**src/bpss_consts.svh**
```systemverilog
// Offsets, reset values, codes and timing figures of the power state sequencer
`ifndef BPSS_CONSTS_SVH
`define BPSS_CONSTS_SVH

`define BPSS_OFF_CTRL 8'h00
`define BPSS_OFF_STATUS 8'h04
`define BPSS_OFF_TRIM 8'h08

`define BPSS_CTRL_ADJ_ALLOW_BIT 0
`define BPSS_CTRL_RST 1'b1
`define BPSS_STATUS_STATE_LSB 8

`define BPSS_RESP_OKAY 2'h0
`define BPSS_RESP_SLVERR 2'h2

`define BPSS_RATE_OFF 2'h0
`define BPSS_RATE_4MHZ 2'h1
`define BPSS_RATE_8MHZ 2'h2
`define BPSS_RATE_16MHZ 2'h3

`define BPSS_TRIM_WORDS 8
`define BPSS_CORE_CLK_MHZ 25
`define BPSS_BUS_FILTER_US 2000
`define BPSS_BUS_FILTER_CYCLES (`BPSS_BUS_FILTER_US * `BPSS_CORE_CLK_MHZ)

`endif

```
**src/bpss_pkg.sv**
```systemverilog
// Types of the power state sequencer
package bpss_pkg;
	typedef enum logic [3:0] {
		ST_RESET = 4'b0001,
		ST_STARTUP = 4'b0010,
		ST_STANDBY = 4'b0100,
		ST_NORMAL = 4'b1000
	} bpss_state_e;

	typedef struct packed {
		logic awvalid;
		logic [31:0] awaddr;
		logic wvalid;
		logic [31:0] wdata;
		logic [3:0] wstrb;
		logic bready;
		logic arvalid;
		logic [31:0] araddr;
		logic rready;
	} bpss_axi_req_s;

	typedef struct packed {
		logic awready;
		logic wready;
		logic bvalid;
		logic [1:0] bresp;
		logic arready;
		logic rvalid;
		logic [31:0] rdata;
		logic [1:0] rresp;
	} bpss_axi_rsp_s;

	// Supervisor comparator levels, high means above threshold or good
	typedef struct packed {
		logic thermalWarning;
		logic thermalShutdown;
		logic xtalGood;
		logic busAboveLow;
		logic filtStart;
		logic filtAboveHigh;
		logic filtAboveLow;
		logic filtAboveSave;
		logic filtAboveFixed;
		logic fixedGood;
		logic adjGood;
		logic auxGood;
		logic hostClockSelect;
	} bpss_mon_s;

	typedef struct packed {
		bpss_state_e st;
		logic [3:0] trimCnt;
		logic [7:0] trimSum;
		logic [15:0] busLowCnt;
		logic busLowLong;
		logic fixedBuckEn;
		logic adjBuckEn;
		logic auxEn;
		logic adjLock;
		logic [1:0] clkRate;
		logic hostResetN;
		logic powerWarningN;
		logic ctrlAdjAllow;
		logic [5:0] status;
		logic awGot;
		logic [7:0] awAddr;
		logic wGot;
		logic [31:0] wData;
		logic wStrb0;
		logic awRdy;
		logic wRdy;
		logic arRdy;
		logic bvalid;
		logic [1:0] bresp;
		logic rvalid;
		logic [1:0] rresp;
		logic [31:0] rdata;
	} bpss_state_s;
endpackage

```
**src/bpss_sequencer.sv**
```systemverilog
// Power state sequencer with supervisor inputs and AXI4-Lite register slave
//
// Chosen here: the register offsets and register access over AXI4-Lite.
`include "bpss_consts.svh"
`timescale 1ns/1ps
`default_nettype none
module bpss_sequencer #(
	parameter int BUS_FILTER_CYCLES = `BPSS_BUS_FILTER_CYCLES
) (
	input wire logic core_clk, // 25 MHz core clock
	input wire logic rst_n, // Asynchronous reset, active low
	input wire bpss_pkg::bpss_mon_s monIn, // Raw supervisor levels
	input wire bpss_pkg::bpss_axi_req_s axiReq, // AXI4-Lite master signals
	output bpss_pkg::bpss_axi_rsp_s axiRsp, // AXI4-Lite slave signals
	output logic hostResetN, // Host reset, low holds host in reset
	output logic powerWarningN, // Power warning, low signals trouble
	output logic [1:0] hostClockRate, // Host clock rate code to oscillator
	output logic fixedBuckEn, // Fixed buck enable
	output logic adjBuckEn, // Adjustable buck enable
	output logic auxEn // 20 V regulator enable
);
	localparam logic [15:0] BUS_LIM = 16'(BUS_FILTER_CYCLES - 1);
	localparam logic [3:0] TRIM_LAST = 4'(`BPSS_TRIM_WORDS);

	bpss_pkg::bpss_mon_s m;
	bpss_pkg::bpss_state_s stateQ;
	bpss_pkg::bpss_state_s stateD;
	logic [7:0] trimData;
	logic awTake;
	logic wTake;
	logic arTake;
	logic allGood;
	logic cutOff;

	// Comparator levels are asynchronous to the core clock
	bpss_sync #(
		.W($bits(bpss_pkg::bpss_mon_s))
	) u_sync (
		.core_clk(core_clk),
		.rst_n(rst_n),
		.din(monIn),
		.dout(m)
	);

	bpss_trim_rom u_trim (
		.core_clk(core_clk),
		.rst_n(rst_n),
		.addr(stateQ.trimCnt[2:0]),
		.data(trimData)
	);

	always_comb begin
		stateD = stateQ;
		awTake = axiReq.awvalid && stateQ.awRdy;
		wTake = axiReq.wvalid && stateQ.wRdy;
		arTake = axiReq.arvalid && stateQ.arRdy;
		allGood = m.busAboveLow && !stateQ.busLowLong && m.filtAboveHigh && m.adjGood
			&& m.auxGood && m.xtalGood && !m.thermalWarning;
		cutOff = !m.adjGood || !m.auxGood;
		// Live flags, shutdown deliberately left out
		stateD.status = {m.thermalWarning, m.xtalGood, m.busAboveLow,
			m.filtAboveHigh, m.adjGood, m.auxGood};
		// Bus low filter
		if (m.busAboveLow) begin
			stateD.busLowCnt = 16'h0000;
			stateD.busLowLong = 1'b0;
		end else if (stateQ.busLowCnt == BUS_LIM) begin
			stateD.busLowLong = 1'b1;
		end else begin
			stateD.busLowCnt = stateQ.busLowCnt + 16'h0001;
		end
		case (stateQ.st)
			bpss_pkg::ST_RESET: begin
				stateD.fixedBuckEn = 1'b0;
				stateD.adjBuckEn = 1'b0;
				stateD.auxEn = 1'b0;
				stateD.clkRate = `BPSS_RATE_OFF;
				stateD.trimCnt = 4'h0;
				stateD.trimSum = 8'h00;
				// A supply fault lock lasts until the next pass through reset
				stateD.adjLock = 1'b0;
				if (!m.thermalShutdown && m.filtStart) begin
					stateD.st = bpss_pkg::ST_STARTUP;
					stateD.fixedBuckEn = 1'b1;
				end
			end
			bpss_pkg::ST_STARTUP: begin
				if (m.fixedGood) begin
					// Word k arrives one cycle after its address
					stateD.trimCnt = stateQ.trimCnt + 4'h1;
					if (stateQ.trimCnt != 4'h0) begin
						stateD.trimSum = stateQ.trimSum ^ trimData;
					end
					if (stateQ.trimCnt == TRIM_LAST) begin
						stateD.st = bpss_pkg::ST_STANDBY;
						stateD.trimCnt = 4'h0;
						stateD.clkRate = `BPSS_RATE_4MHZ;
					end
				end
			end
			bpss_pkg::ST_STANDBY: begin
				// Not restarted after leaving normal on their own fault
				if (m.filtAboveHigh && stateQ.ctrlAdjAllow && !stateQ.adjLock) begin
					stateD.adjBuckEn = 1'b1;
					stateD.auxEn = 1'b1;
				end
				if (allGood) begin
					stateD.st = bpss_pkg::ST_NORMAL;
					stateD.clkRate = m.hostClockSelect ? `BPSS_RATE_16MHZ : `BPSS_RATE_8MHZ;
				end
			end
			bpss_pkg::ST_NORMAL: begin
				stateD.clkRate = m.hostClockSelect ? `BPSS_RATE_16MHZ : `BPSS_RATE_8MHZ;
				// Shutdown is routed through stand-by first
				if (m.thermalWarning || m.thermalShutdown || stateQ.busLowLong
						|| !m.xtalGood || cutOff) begin
					stateD.st = bpss_pkg::ST_STANDBY;
					if (!m.xtalGood) begin
						stateD.clkRate = `BPSS_RATE_4MHZ;
					end
					if (cutOff) begin
						stateD.adjLock = 1'b1;
						stateD.adjBuckEn = 1'b0;
						stateD.auxEn = 1'b0;
					end
				end
			end
			default: begin
				stateD.st = bpss_pkg::ST_RESET;
			end
		endcase
		if (!m.filtAboveLow) begin
			stateD.adjBuckEn = 1'b0;
			stateD.auxEn = 1'b0;
		end
		if (!m.filtAboveFixed) begin
			stateD.fixedBuckEn = 1'b0;
		end
		if (!m.fixedGood && (stateQ.st == bpss_pkg::ST_STANDBY
				|| stateQ.st == bpss_pkg::ST_NORMAL)) begin
			stateD.st = bpss_pkg::ST_RESET;
			stateD.adjBuckEn = 1'b0;
			stateD.auxEn = 1'b0;
			stateD.clkRate = `BPSS_RATE_OFF;
		end
		if (m.thermalShutdown && stateQ.st != bpss_pkg::ST_NORMAL) begin
			stateD.st = bpss_pkg::ST_RESET;
			stateD.fixedBuckEn = 1'b0;
			stateD.adjBuckEn = 1'b0;
			stateD.auxEn = 1'b0;
			stateD.clkRate = `BPSS_RATE_OFF;
		end
		stateD.hostResetN = (stateD.st == bpss_pkg::ST_STANDBY)
			|| (stateD.st == bpss_pkg::ST_NORMAL);
		stateD.powerWarningN = (stateD.st == bpss_pkg::ST_NORMAL) && !m.thermalWarning
			&& m.filtAboveSave && !stateD.busLowLong;
		// Register slave: address and data taken in either order
		if (stateQ.bvalid && axiReq.bready) begin
			stateD.bvalid = 1'b0;
		end
		if (awTake) begin
			stateD.awGot = 1'b1;
			stateD.awAddr = axiReq.awaddr[7:0];
		end
		if (wTake) begin
			stateD.wGot = 1'b1;
			stateD.wData = axiReq.wdata;
			stateD.wStrb0 = axiReq.wstrb[0];
		end
		if (stateD.awGot && stateD.wGot && !stateQ.bvalid) begin
			stateD.awGot = 1'b0;
			stateD.wGot = 1'b0;
			stateD.bvalid = 1'b1;
			stateD.bresp = `BPSS_RESP_OKAY;
			if (stateD.awAddr == `BPSS_OFF_CTRL) begin
				if (stateD.wStrb0) begin
					stateD.ctrlAdjAllow = stateD.wData[`BPSS_CTRL_ADJ_ALLOW_BIT];
				end
			end else if (stateD.awAddr != `BPSS_OFF_STATUS && stateD.awAddr != `BPSS_OFF_TRIM) begin
				stateD.bresp = `BPSS_RESP_SLVERR;
			end
		end
		if (stateQ.rvalid && axiReq.rready) begin
			stateD.rvalid = 1'b0;
		end
		if (arTake) begin
			stateD.rvalid = 1'b1;
			stateD.rresp = `BPSS_RESP_OKAY;
			case (axiReq.araddr[7:0])
				`BPSS_OFF_CTRL: stateD.rdata = {31'h0, stateQ.ctrlAdjAllow};
				`BPSS_OFF_STATUS: stateD.rdata = {20'h0, stateQ.st, 2'h0, stateQ.status};
				`BPSS_OFF_TRIM: stateD.rdata = {24'h0, stateQ.trimSum};
				default: begin
					stateD.rdata = 32'h0;
					stateD.rresp = `BPSS_RESP_SLVERR;
				end
			endcase
		end
		stateD.awRdy = !stateD.awGot && !stateD.bvalid;
		stateD.wRdy = !stateD.wGot && !stateD.bvalid;
		stateD.arRdy = !stateD.rvalid;
	end

	always_ff @(posedge core_clk or negedge rst_n) begin
		if (!rst_n) begin
			stateQ <= '0;
			stateQ.st <= bpss_pkg::ST_RESET;
			stateQ.ctrlAdjAllow <= `BPSS_CTRL_RST;
			stateQ.clkRate <= `BPSS_RATE_OFF;
		end else begin
			stateQ <= stateD;
		end
	end

	assign hostResetN = stateQ.hostResetN;
	assign powerWarningN = stateQ.powerWarningN;
	assign hostClockRate = stateQ.clkRate;
	assign fixedBuckEn = stateQ.fixedBuckEn;
	assign adjBuckEn = stateQ.adjBuckEn;
	assign auxEn = stateQ.auxEn;
	assign axiRsp.awready = stateQ.awRdy;
	assign axiRsp.wready = stateQ.wRdy;
	assign axiRsp.bvalid = stateQ.bvalid;
	assign axiRsp.bresp = stateQ.bresp;
	assign axiRsp.arready = stateQ.arRdy;
	assign axiRsp.rvalid = stateQ.rvalid;
	assign axiRsp.rdata = stateQ.rdata;
	assign axiRsp.rresp = stateQ.rresp;
endmodule
`default_nettype wire

```
**src/bpss_sync.sv**
```systemverilog
// Two-flop level synchroniser for a group of comparator inputs
`timescale 1ns/1ps
`default_nettype none
module bpss_sync #(
	parameter int W = 1
) (
	input wire logic core_clk, // Core clock
	input wire logic rst_n, // Asynchronous reset, active low
	input wire logic [W-1:0] din, // Asynchronous levels
	output logic [W-1:0] dout // Synchronised levels
);
	logic [W-1:0] meta_q;

	always_ff @(posedge core_clk or negedge rst_n) begin
		if (!rst_n) begin
			meta_q <= '0;
			dout <= '0;
		end else begin
			meta_q <= din;
			dout <= meta_q;
		end
	end
endmodule
`default_nettype wire

```
**src/bpss_trim_rom.sv**
```systemverilog
// Trim memory with registered read data
`timescale 1ns/1ps
`default_nettype none
module bpss_trim_rom (
	input wire logic core_clk, // Core clock
	input wire logic rst_n, // Asynchronous reset, active low
	input wire logic [2:0] addr, // Word address
	output logic [7:0] data // Word read one cycle after addr
);
	logic [7:0] word;

	always_comb begin
		case (addr)
			3'h0: word = 8'h5a;
			3'h1: word = 8'h3c;
			3'h2: word = 8'h81;
			3'h3: word = 8'h47;
			3'h4: word = 8'h92;
			3'h5: word = 8'h1e;
			3'h6: word = 8'h6d;
			3'h7: word = 8'hb0;
			default: word = 8'h00;
		endcase
	end

	always_ff @(posedge core_clk or negedge rst_n) begin
		if (!rst_n) begin
			data <= 8'h00;
		end else begin
			data <= word;
		end
	end
endmodule
`default_nettype wire

```
**config.mk**
```make
export PLATFORM = sky130hd
export DESIGN_NAME = bpss_sequencer
export DESIGN_NICKNAME = d
export VERILOG_FILES = /design/src/bpss_pkg.sv /design/src/bpss_sequencer.sv /design/src/bpss_sync.sv /design/src/bpss_trim_rom.sv
export VERILOG_INCLUDE_DIRS = /design/src
export SDC_FILE = /design/constraint.sdc
export NUM_CORES = 1
export LEC_CHECK = 0
export ABC_CLOCK_PERIOD_IN_PS = 2100
export BUFFER_PORTS_ARGS = -buffer_cell sky130_fd_sc_hd__buf_4
export CORE_UTILIZATION = 50
export DETAILED_ROUTE_END_ITERATION = 16
export PLACE_DENSITY_LB_ADDON = 0.25
export SYNTH_ARGS = -nofsm -noshare
export SYNTH_HDL_FRONTEND = slang
export SYNTH_HIERARCHICAL = 1
export SYNTH_SLANG_ARGS = --single-unit
export TNS_END_PERCENT = 5
```
**constraint.sdc**
```tcl
create_clock -name core_clk -period 2.1 [get_ports core_clk]
set_input_delay 0.315 -clock core_clk [delete_from_list [all_inputs] [get_ports core_clk]]
set_output_delay 0.315 -clock core_clk [all_outputs]
set_load 0.005 [all_outputs]
```
# Word level (Yosys, flattened, before mapping)
# Memory sizes are Yosys's and may differ from the RTL's. A register that Yosys moved wholly into a read port is not among the register bits.
# Cells that the tools add are included.
[totals]
inputBits = 120
elab_cells = 163
mem_count = 1
romBits = 64
output_inout_bits = 48
reg_bits = 158
[memory_table]
columns = ["name", "words", "width", "read_ports", "rd_clocked_by_memory_dff", "write_ports", "line_no", "source"]
rows = [
  ["(no name shown)", 8, 8, 1, 1, 0, "bpss_trim_rom.sv:13", "case (addr)"],
]
[op_classes]
reduce_logical = 59
n_addsub = 2
n_mux = 44
eq_ne = 26
n_bitwise = 1
[ops]
columns = ["operator", "count"]
rows = [
  ["one-hot mux 12 bit (3 select lines)", 1],
  ["2-to-1 mux 35 bit", 1],
  ["2-to-1 mux 34 bit", 1],
  ["2-to-1 mux 16 bit", 2],
  ["logical AND 1 bit", 24],
  ["2-to-1 mux 2 bit", 12],
  ["one-hot mux 12 bit (2 select lines)", 1],
  ["2-to-1 mux 4 bit", 5],
  ["2-to-1 mux 17 bit", 1],
  ["adder 16 x 1 -> 16 bit, second input constant", 1],
  ["== test 16 bit, second input constant", 1],
  ["zero test 8 bit", 2],
  ["2-to-1 mux 8 bit", 2],
  ["one-hot mux 4 bit (4 select lines)", 1],
  ["zero test 1 bit", 15],
  ["inequality test 5 bit, second input constant", 3],
  ["== test 4 bit, second input constant", 3],
  ["2-to-1 mux 1 bit", 9],
  ["2-to-1 mux 3 bit", 3],
  ["2-to-1 mux 9 bit", 1],
  ["AND reduction 3 bit", 3],
  ["== test 4 x 3 -> 1 bit, second input constant", 2],
  ["== test 8 x 3 -> 1 bit, second input constant", 1],
  ["== test 8 x 4 -> 1 bit, second input constant", 1],
  ["24 further kinds", 36],
]

# Depth between registers and ports, before layout
# Gate-level depths: netlist of the first run.
[logic_depth]
depth_word = 15
depth_mapped = 7
depth_no_buf = 7

# Modules after synthesis
# Netlist of the first run, hierarchy kept.
[modules_own_cells]
columns = ["module", "area_each_um2", "cells_per_inst", "instances", "seq_area_each_um2"]
rows = [
  ["bpss_sequencer", 4003.8, 398, 1, 1954.4],
  ["bpss_sync", 650.6, 26, 1, 650.6],
  ["bpss_trim_rom", 340.3, 26, 1, 200.2],
]

# Worst setup path after synthesis of the first run
# OpenSTA, ideal clock, no wires.
[synth_path]
path_type = "flip-flop to flip-flop"
from = "register stateQ[128] (netlist bit)"
to = "register stateQ[116] (netlist bit)"
stages_incl_launch_ff = 8
arrival_time_ps = 1634
path_buffers = 2
path_slack_ps = 334
period_less_slack_ps = 1766
setup_ps = 132
required_time_ps = 1968
cell_sequence = "dfstp_2 > buf_4 > or4b_4 > buf_6 > o21ai_4 > nand3_1 > xor2_1 > nor2_1"
[synth_via]
elab_chain_len = 3
elab_cells_between_ends = 7
classes_between = "4 x eq/ne; 1 x mux; 2 x reduce/logical"
[synth_rtl]
columns = ["item", "line_no", "source"]
rows = [
  ["from (decl)", "bpss_sequencer.sv:26", "bpss_pkg::bpss_state_s stateQ;"],
  ["from (signal assigned)", "bpss_sequencer.sv:211", "stateQ <= stateD;"],
  ["== test 4 x 2 -> 1 bit / == test 4 x 1 -> 1 bit (equally long branches)", "bpss_sequencer.sv:72", "case (stateQ.st)"],
  ["inequality test 2 bit (no source line), or another cell as far along", "n/a", ""],
  ["AND reduction 3 bit (no source line)", "n/a", ""],
]
# Parallel ways exist; a longest one is shown, timed or not.
# A chain may end at the register's enable or synchronous reset.

==> impl_metrics.env, run 1 <==
export IMPL_outcome="complete, but fails checks"
export IMPL_failed_checks="hold timing"
export IMPL_rr_worst_depth=5
export IMPL_cp_depth=5
export IMPL_synth_edf_count=0
export IMPL_arrival_ps=2260
export IMPL_n_antenna_cell=0
export IMPL_cp_start_kind="flip-flop"
export IMPL_cts_tree="built"
export IMPL_cts_root_buffer="clkbuf_8"
export IMPL_cp_data_required_time_ps=2410
export IMPL_synth_simple_area_share=0.161
export IMPL_leakagePower_nw=2.60
export IMPL_port_buffers=63
export IMPL_synth_seq_cells=112
export IMPL_cts_sinks=112
export IMPL_max_clock_freq_mhz=512
export IMPL_grt_pass1_vias=3174
export IMPL_ys_dominant_reg_cell="dfrtp_1"
export IMPL_p_per_area_mw_per_mm2=797
export IMPL_dieHeight_um=102
export IMPL_use_met3=0.0349
export IMPL_total_power_mw=4.48
export IMPL_use_met1=0.258
export IMPL_synth_compound_area_frac=0.0964
export IMPL_fin_tns_setup_ps=0
export IMPL_async_flop_share=1.00
export IMPL_die_w_um=102
export IMPL_drtIter0Drc=166
export IMPL_grt_first_pass_wirelength_mm=14.8
export IMPL_startpoint="stateQ[128]"
export IMPL_cts_buffer_depth=2
export IMPL_rows=36
export IMPL_ys_warn_count=6
export IMPL_clk_latency_ps=380
export IMPL_fin_crit_sh=0.931
export IMPL_nFillCells=858
export IMPL_maxSlewViolCount=0
export IMPL_ios=168
export IMPL_skew_ps=16.2
export IMPL_die_area_mm2=0.0104
export IMPL_grt_busiest_layer="met2"
export IMPL_drv_cap=0
export IMPL_drive_gt1_frac=0.230
export IMPL_end_kind="flip-flop"
export IMPL_vdd_drop_max_mv=0.476
export IMPL_area_growth_pct=12.6
export IMPL_use_met2=0.293
export IMPL_fin_ws_ps=145
export IMPL_coreArea_mm2=0.00973
export IMPL_worst_pin_slew_ps=579
export IMPL_setup_violations=0
export IMPL_path_buf_inv=0
export IMPL_initial_core_util=0.513
export IMPL_grt_overflow_total=0
export IMPL_wirelength_mm=8.89
export IMPL_grt_max_degree=113
export IMPL_ys_seq_area_frac=0.562
export IMPL_synth_xor_area_share=0.0316
export IMPL_timing_hold_ws_ps=-20.0
export IMPL_crit_fanout=13
export IMPL_grt_usage=0.187
export IMPL_dp_hpwl_mm=6.31
export IMPL_hold_path_class="input pin to async pin"
export IMPL_wl_per_cell_um=13.9
export IMPL_reg2reg_from="stateQ[128]"
export IMPL_numCtsBuffers=9
export IMPL_place_ws_ps=148
export IMPL_vias=3203
export IMPL_syn_avg_cell_area_um2=11.1
export IMPL_h_tree_depth=3
export IMPL_synthMuxAreaShare=0.0388
export IMPL_via_per_inst=5.03
export IMPL_max_stage_delay_ps=690
export IMPL_crit_family="flip-flops"
export IMPL_drcViolationCount=0
export IMPL_postCtsHoldBufs=0
export IMPL_slowest_stage="dfstp_2"
export IMPL_antenna_found_initial=0
export IMPL_rsz0062_at_grt="no"
export IMPL_postRouteAntennaNets=0
export IMPL_synth_adder_area_share=0.0150
export IMPL_final_hold_violation_count=13
export IMPL_firstDrtPassIters=4
export IMPL_netlist_instances=450
export IMPL_synth_top_family_by_area="simple AND/OR/NAND/NOR gates"
export IMPL_min_period_ps=1950
export IMPL_final_net_count=625
export IMPL_path_cells="nand2b_1 -> a2111oi_1 -> a31o_1 -> and3_1 -> and4bb_1"
export IMPL_path_clk_slew_ps=100
export IMPL_synth_area_mm2=0.00499
export IMPL_place_congestion=0.783
export IMPL_yosysUniqueCellTypes=58
export IMPL_path_class="flip-flop to flip-flop"
export IMPL_maxSlewHeadroom=0.614
[report_power, final]
part / switching, mW / leakage, nW / internal, mW
Combinational: 0.315 / 1.08 / 0.325
Sequential: 0.124 / 1.41 / 2.37
Clock: 0.741 / 0.105 / 0.601
Total: 1.18 / 2.60 / 3.30
[worst paths after layout]
kind | endpoint | slack (ps)
max | powerWarningN | 150
min | stateQ[127] | -20
max reg2reg | powerWarningN | 150
min reg2reg | u_sync/dout[4] | 360
max in group asynchronous | stateQ[130] | 1660
min in group core_clk | u_sync/meta_q[9] | 40
[kinds of logic (layout without fill, tap and decap cells)]
kind of cell / Yosys count / count (layout)
mux: 17 / 17
buf+inv: 73 / 106
flops: 112 / 112
other cells: 1 / 22
simple gates: 150 / 150
xor+xnor: 18 / 18
fa+ha+maj: 6 / 6
compound gates: 73 / 73
[area by class of cell]
class / instances / area (µm²) / share of cell area
Timing Repair Buffer: 77 / 591 / 0.105
Clock buffer: 10 / 138 / 0.0245
Clock inverter: 6 / 75.1 / 0.0134
Tap cell: 133 / 166 / 0.0296
Sequential cell: 112 / 2810 / 0.499
Inverter: 13 / 48.8 / 0.00868
Multi-Input combinational cell: 286 / 1800 / 0.320
[cell usage in the layout (no fill, tap or decap), types with 7 or more instances in the layout]
cell        n
clkbuf_8   10
o21ai_1     7
o21ai_0    14
xor2_1     15
nor2_1     37
nand3_1    16
mux2_2     10
a21oi_1    16
o31ai_1    10
buf_4      76
inv_1      13
nor2b_1     8
dfrtp_1   110
conb_1     22
nand2_1    37
[metrics by stage]
stage                      util  instance area [µm²]  std cells
after floorplan               -                 5070        471
after global placement    0.556                 5410        621
after detailed placement  0.556                 5410        621
after CTS                 0.578                 5620        637
after global routing      0.578                 5620        637
final                     0.578                 5620        637
[cell usage after synthesis (7+ instances only)]
master    count  share of area
dfrtp_1     110           0.55
buf_4        46          0.069
nand2_1      37          0.028
nor2_1       37          0.028
a21oi_1      16          0.016
nand3_1      16          0.016
xor2_1       15          0.026
o21ai_0      14          0.014
inv_1        13         0.0098
mux2_2       10          0.023
o31ai_1      10          0.015
clkbuf_1      9         0.0068
nor2b_1       8          0.010
o21ai_1       7         0.0070
[timing repair]
item,CTS,global route
gates resized for setup,0,1
setup buffers,0,0
setup endpoints to repair,0,1
endpoints found under the hold margin,0,0
[flip-flops by register name, summed over array words and instances, names as in the netlist]
name           count
adjBuckEn          1
axiRsp            19
fixedBuckEn        1
hostClockRate      2
hostResetN         1
powerWarningN      1
stateQ            53
u_sync/dout       13
u_sync/meta_q     13
u_trim/data        8
[metal layers]
metal,routed length [µm],part of all wire
met1,4150,0.47
met2,4250,0.48
met3,331,0.037
met4,157,0.018
met5,0,0
Power figures use the tool's default switching activity.
==> inputs of run 2 (changes only) <==
--- a/config.mk
+++ b/config.mk
@@ -6,7 +6,7 @@
 export SDC_FILE = /design/constraint.sdc
 export NUM_CORES = 1
 export LEC_CHECK = 0
-export ABC_CLOCK_PERIOD_IN_PS = 2100
+export ABC_CLOCK_PERIOD_IN_PS = 2200
 export BUFFER_PORTS_ARGS = -buffer_cell sky130_fd_sc_hd__buf_4
 export CORE_UTILIZATION = 50
 export DETAILED_ROUTE_END_ITERATION = 16
==> constraint.sdc (replaced) <==
create_clock -name core_clk -period 2.2 [get_ports core_clk]
set_input_delay 0.33 -clock core_clk [delete_from_list [all_inputs] [get_ports core_clk]]
set_output_delay 0.33 -clock core_clk [all_outputs]
set_load 0.005 [all_outputs]
==> run 2 against run 1 <==
The flow now finishes without violations. Maximum frequency is 3.5% lower. Sequential power is 5% lower. Flip-flop and latch count stayed put. Clock skew is 2.2 ps higher. Routed wire length is 0.78% higher. Critical endpoint is now stateQ[126].
==> impl_metrics.env, run 2 (synthesis gave the netlist of run 1 again) <==
export IMPL_drtIter0Drc=208
export IMPL_r2r_slack_ps=170
export IMPL_power_switching_mw=1.13
export IMPL_cp_start_kind="flip-flop"
export IMPL_maxSlewHeadroom=0.643
export IMPL_die_w_um=102
export IMPL_power_frac_seq=0.577
export IMPL_finalNonFillerCells=635
export IMPL_via_per_inst=5.14
export IMPL_hold_path_class="input pin to flip-flop"
export IMPL_total_power_mw=4.13
export IMPL_grt_max_degree=53
export IMPL_power_internal_mw=3.00
export IMPL_max_clock_freq_mhz=494
export IMPL_grt_first_pass_wirelength_mm=15.0
export IMPL_numCtsBuffers=9
export IMPL_fin_ws_ps=175
export IMPL_n_antenna_cell=0
export IMPL_grt_overflow_total=0
export IMPL_final_hold_violation_count=0
export IMPL_maxSlewViolCount=0
export IMPL_place_ws_ps=218
export IMPL_drive_gt1_frac=0.223
export IMPL_p_per_area_mw_per_mm2=741
export IMPL_final_util=0.573
export IMPL_rr_worst_depth=5
export IMPL_postCtsHoldBufs=1
export IMPL_fin_crit_sh=0.921
export IMPL_fin_tns_setup_ps=0
export IMPL_final_area_mm2=0.00558
export IMPL_grt_pass1_vias=3169
export IMPL_largest_reg_flops=53
export IMPL_area_growth_pct=11.6
export IMPL_end_kind="flip-flop"
export IMPL_min_period_ps=2030
export IMPL_worst_pin_slew_ps=535
export IMPL_final_common_cell="dfrtp_1"
export IMPL_startpoint="stateQ[131]"
export IMPL_path_clk_slew_ps=110
export IMPL_switching_share=0.273
export IMPL_leakagePower_nw=2.56
export IMPL_vias=3266
export IMPL_wl_per_cell_um=14.1
export IMPL_path_class="flip-flop to flip-flop"
export IMPL_cts_setup_buffers=0
export IMPL_skew_ps=18.4
export IMPL_cts_resized_gates=0
export IMPL_clkPwrFrac=0.274
export IMPL_power_frac_comb=0.149
export IMPL_reg2reg_from="stateQ[131]"
export IMPL_cts_sinks=112
export IMPL_place_area_mm2=0.00539
export IMPL_cts_buffer_depth=2
export IMPL_final_net_count=623
export IMPL_clk_latency_ps=380
export IMPL_grt_usage=0.188
export IMPL_top_register="stateQ"
export IMPL_rows=36
export IMPL_nFillCells=879
export IMPL_cts_root_buffer="clkbuf_8"
export IMPL_dp_cells=618
export IMPL_antenna_found_initial=0
export IMPL_firstDrtPassIters=5
export IMPL_drcViolationCount=0
export IMPL_mostFrequentLayoutCells="110 x dfrtp_1, 73 x buf_4, 37 x nand2_1, 37 x nor2_1, 22 x conb_1"
export IMPL_port_buffers=63
export IMPL_setup_violations=0
export IMPL_wirelength_mm=8.95
export IMPL_crit_end="stateQ[126]"
export IMPL_ios=168
export IMPL_crit_fanout=14
export IMPL_die_area_mm2=0.0104
export IMPL_cts_tree="built"
export IMPL_postRouteAntennaNets=0
export IMPL_dieHeight_um=102
export IMPL_outcome="finished, final reports clean"
export IMPL_timing_hold_ws_ps=43.8
export IMPL_place_congestion=0.813
export IMPL_dp_hpwl_mm=6.43
export IMPL_h_tree_depth=3
export IMPL_r2r_end="stateQ[126]"
export IMPL_arrival_ps=2280
export IMPL_rsz0062_at_grt="no"
export IMPL_drv_cap=0
export IMPL_coreArea_mm2=0.00973
export IMPL_vdd_drop_max_mv=0.539
export IMPL_cp_data_required_time_ps=2450
export IMPL_initial_core_util=0.513
## run 2: per-layer routing
| metal | wire [µm] | GRT usage |
|---|---|---|
| met5 | 0 | 0 |
| met4 | 104 | 0.0593 |
| met3 | 377 | 0.0486 |
| met2 | 4440 | 0.309 |
| met1 | 4030 | 0.246 |
## run 2: critical path: stages (launching register included)
cell,delay [ps]
dfrtp_1,560
or4b_4,620
nor2_1,330
nor2_1,140
o21ai_1,160
o21ai_1,80
## run 2: how the worst min path moves through the flow
| stage | to | start | cells past startpoint | slack (ps) |
|---|---|---|---|---|
| after floorplan | adjBuckEn | rst_n | 0 | 30 |
| after global placement | u_sync/dout[3] | u_sync/meta_q[3] | 0 | 330 |
| after detailed placement | u_sync/dout[1] | u_sync/meta_q[1] | 0 | 330 |
| after CTS | u_sync/meta_q[3] | monIn[3] | 1 | 20 |
| after global routing | u_sync/meta_q[3] | monIn[3] | 1 | 10 |
| final | u_sync/meta_q[1] | monIn[1] | 1 | 40 |
## run 2: area by class of cell
type,count,area [µm²],area share
clock buffer,10,128,0.0229
clock inverter,6,52.6,0.00943
inverter,13,48.8,0.00875
multi-input combinational,286,1800,0.322
sequential,112,2810,0.503
tap,133,166,0.0298
timing repair buffer,75,578,0.104
## run 2: power by group through the flow
stage | Clock (mW) | Combinational, mW | Sequential, mW
final | 1.13 | 0.616 | 2.38
after global routing | 1.26 | 0.693 | 2.41
after CTS | 1.17 | 0.622 | 2.39
after detailed placement | 0 | 0.619 | 2.43
after global placement | 0 | 0.604 | 2.42
after floorplan | 0 | 0.483 | 2.38
==> inputs of run 3 (changes only) <==
--- a/config.mk
+++ b/config.mk
@@ -10,6 +10,7 @@
 export BUFFER_PORTS_ARGS = -buffer_cell sky130_fd_sc_hd__buf_4
 export CORE_UTILIZATION = 50
 export DETAILED_ROUTE_END_ITERATION = 16
+export MAX_ROUTING_LAYER = met4
 export PLACE_DENSITY_LB_ADDON = 0.25
 export SYNTH_ARGS = -nofsm -noshare
 export SYNTH_HDL_FRONTEND = slang
==> run 3 against run 2 <==
Clock power hardly changed. Clock skew is 0.92 ps lower. Global-route usage is 0.62 points higher. Via count is 0.52% lower. Cell area stayed put. Clock-buffer cell count stayed put. Total power hardly changed. Worst hold slack better by 3.5 ps. Largest power group unchanged. Highest routed layer unchanged.
==> impl_metrics.env, run 3 (synthesis gave the netlist of run 1 again) <==
export IMPL_h_tree_depth=3
export IMPL_final_net_count=623
export IMPL_coreArea_mm2=0.00973
export IMPL_leakagePower_nw=2.56
export IMPL_nFillCells=879
export IMPL_outcome="finished, final reports clean"
export IMPL_top_register="stateQ"
export IMPL_vias=3249
export IMPL_cts_root_buffer="clkbuf_8"
export IMPL_final_hold_violation_count=0
export IMPL_worst_pin_slew_ps=536
export IMPL_end_kind="flip-flop"
export IMPL_crit_fanout=14
export IMPL_firstDrtPassIters=5
export IMPL_timing_hold_ws_ps=47.3
export IMPL_ios=168
export IMPL_seq_area_mm2=0.00281
export IMPL_arrival_ps=2270
export IMPL_rsz0062_at_grt="no"
export IMPL_skew_ps=17.5
export IMPL_rows=36
export IMPL_dieHeight_um=102
export IMPL_die_w_um=102
export IMPL_maxSlewHeadroom=0.643
export IMPL_multi_input_area_mm2=0.00180
export IMPL_wl_per_cell_um=14.1
export IMPL_drive_gt1_frac=0.223
export IMPL_hold_path_class="input pin to flip-flop"
export IMPL_cts_resized_gates=0
export IMPL_final_common_cell="dfrtp_1"
export IMPL_r2r_slack_ps=180
export IMPL_grt_usage=0.194
export IMPL_largest_reg_flops=53
export IMPL_cts_tree="built"
export IMPL_setup_violations=0
export IMPL_n_antenna_cell=0
export IMPL_grt_max_degree=53
export IMPL_path_class="flip-flop to flip-flop"
export IMPL_fin_tns_setup_ps=0
export IMPL_area_growth_pct=11.6
export IMPL_die_area_mm2=0.0104
export IMPL_grt_overflow_total=0
export IMPL_numCtsBuffers=9
export IMPL_antenna_found_initial=0
export IMPL_final_area_mm2=0.00558
export IMPL_postRouteAntennaNets=0
export IMPL_total_power_mw=4.13
export IMPL_min_period_ps=2020
export IMPL_grt_first_pass_wirelength_mm=15.0
export IMPL_clk_latency_ps=380
export IMPL_place_area_mm2=0.00539
export IMPL_place_congestion=0.825
export IMPL_path_clk_slew_ps=110
export IMPL_cp_data_required_time_ps=2450
export IMPL_vdd_drop_max_mv=0.540
export IMPL_maxSlewViolCount=0
export IMPL_cts_setup_buffers=0
export IMPL_cp_start_kind="flip-flop"
export IMPL_grt_pass1_vias=3170
export IMPL_drtIter0Drc=199
export IMPL_cts_buffer_depth=2
export IMPL_initial_core_util=0.513
export IMPL_p_per_area_mw_per_mm2=741
export IMPL_drv_cap=0
export IMPL_dp_hpwl_mm=6.43
export IMPL_postCtsHoldBufs=1
export IMPL_max_clock_freq_mhz=494
export IMPL_drcViolationCount=0
export IMPL_port_buffers=63
export IMPL_wirelength_mm=8.92
export IMPL_mostFrequentLayoutCells="110 x dfrtp_1, 73 x buf_4, 37 x nand2_1, 37 x nor2_1, 22 x conb_1"
export IMPL_cts_sinks=112
export IMPL_fin_crit_sh=0.920
export IMPL_via_per_inst=5.12
-- run 3: path summary, 6_finish.rpt --
path,start,endpoint,cells after the start
hold / removal,monIn[1],u_sync/meta_q[1],1
max in group asynchronous,rst_n,stateQ[128],3
min in group asynchronous,rst_n,stateQ[125],2
setup reg to reg,stateQ[131],stateQ[126],5
hold reg to reg,u_sync/meta_q[0],u_sync/dout[0],0
setup / recovery,stateQ[131],stateQ[126],5
-- run 3: routing by layer --
metal  global-route usage  part of all wire  up-vias  wire length [µm]
li1                     -                 -     1578                 -
met1                0.247              0.46     1593              4060
met2                0.308              0.50       71              4420
met3               0.0568             0.040        7               358
met4               0.0462            0.0085        0                76
met5                    -                 0        -                 0
-- run 3: power breakdown --
part	switching (mW)	leakage [nW]	internal [mW]
Combinational	0.305	1.07	0.311
Clock	0.701	0.0850	0.428
Sequential	0.120	1.41	2.26
-- run 3: layout make-up --
cell class	count	area share
clock buffers	10	0.0229
repair buffers	75	0.104
inverters	13	0.00875
flip-flops and latches	112	0.503
multi-input cells	286	0.322
clock inverters	6	0.00943
well taps	133	0.0298
-- run 3: per-stage QoR --
step | setup slack, ps | utilization | std cells
floorplan | 434 | - | 471
global placement | 249 | 0.553 | 618
detailed placement | 218 | 0.553 | 618
CTS | 183 | 0.573 | 635
global route | 84.7 | 0.573 | 635
finish | 176 | 0.573 | 635
-- run 3: critical path, stage by stage (launching register included) --
cell and delay, ps:
dfrtp_1 560, or4b_4 620, nor2_1 330, nor2_1 140, o21ai_1 160, o21ai_1 80
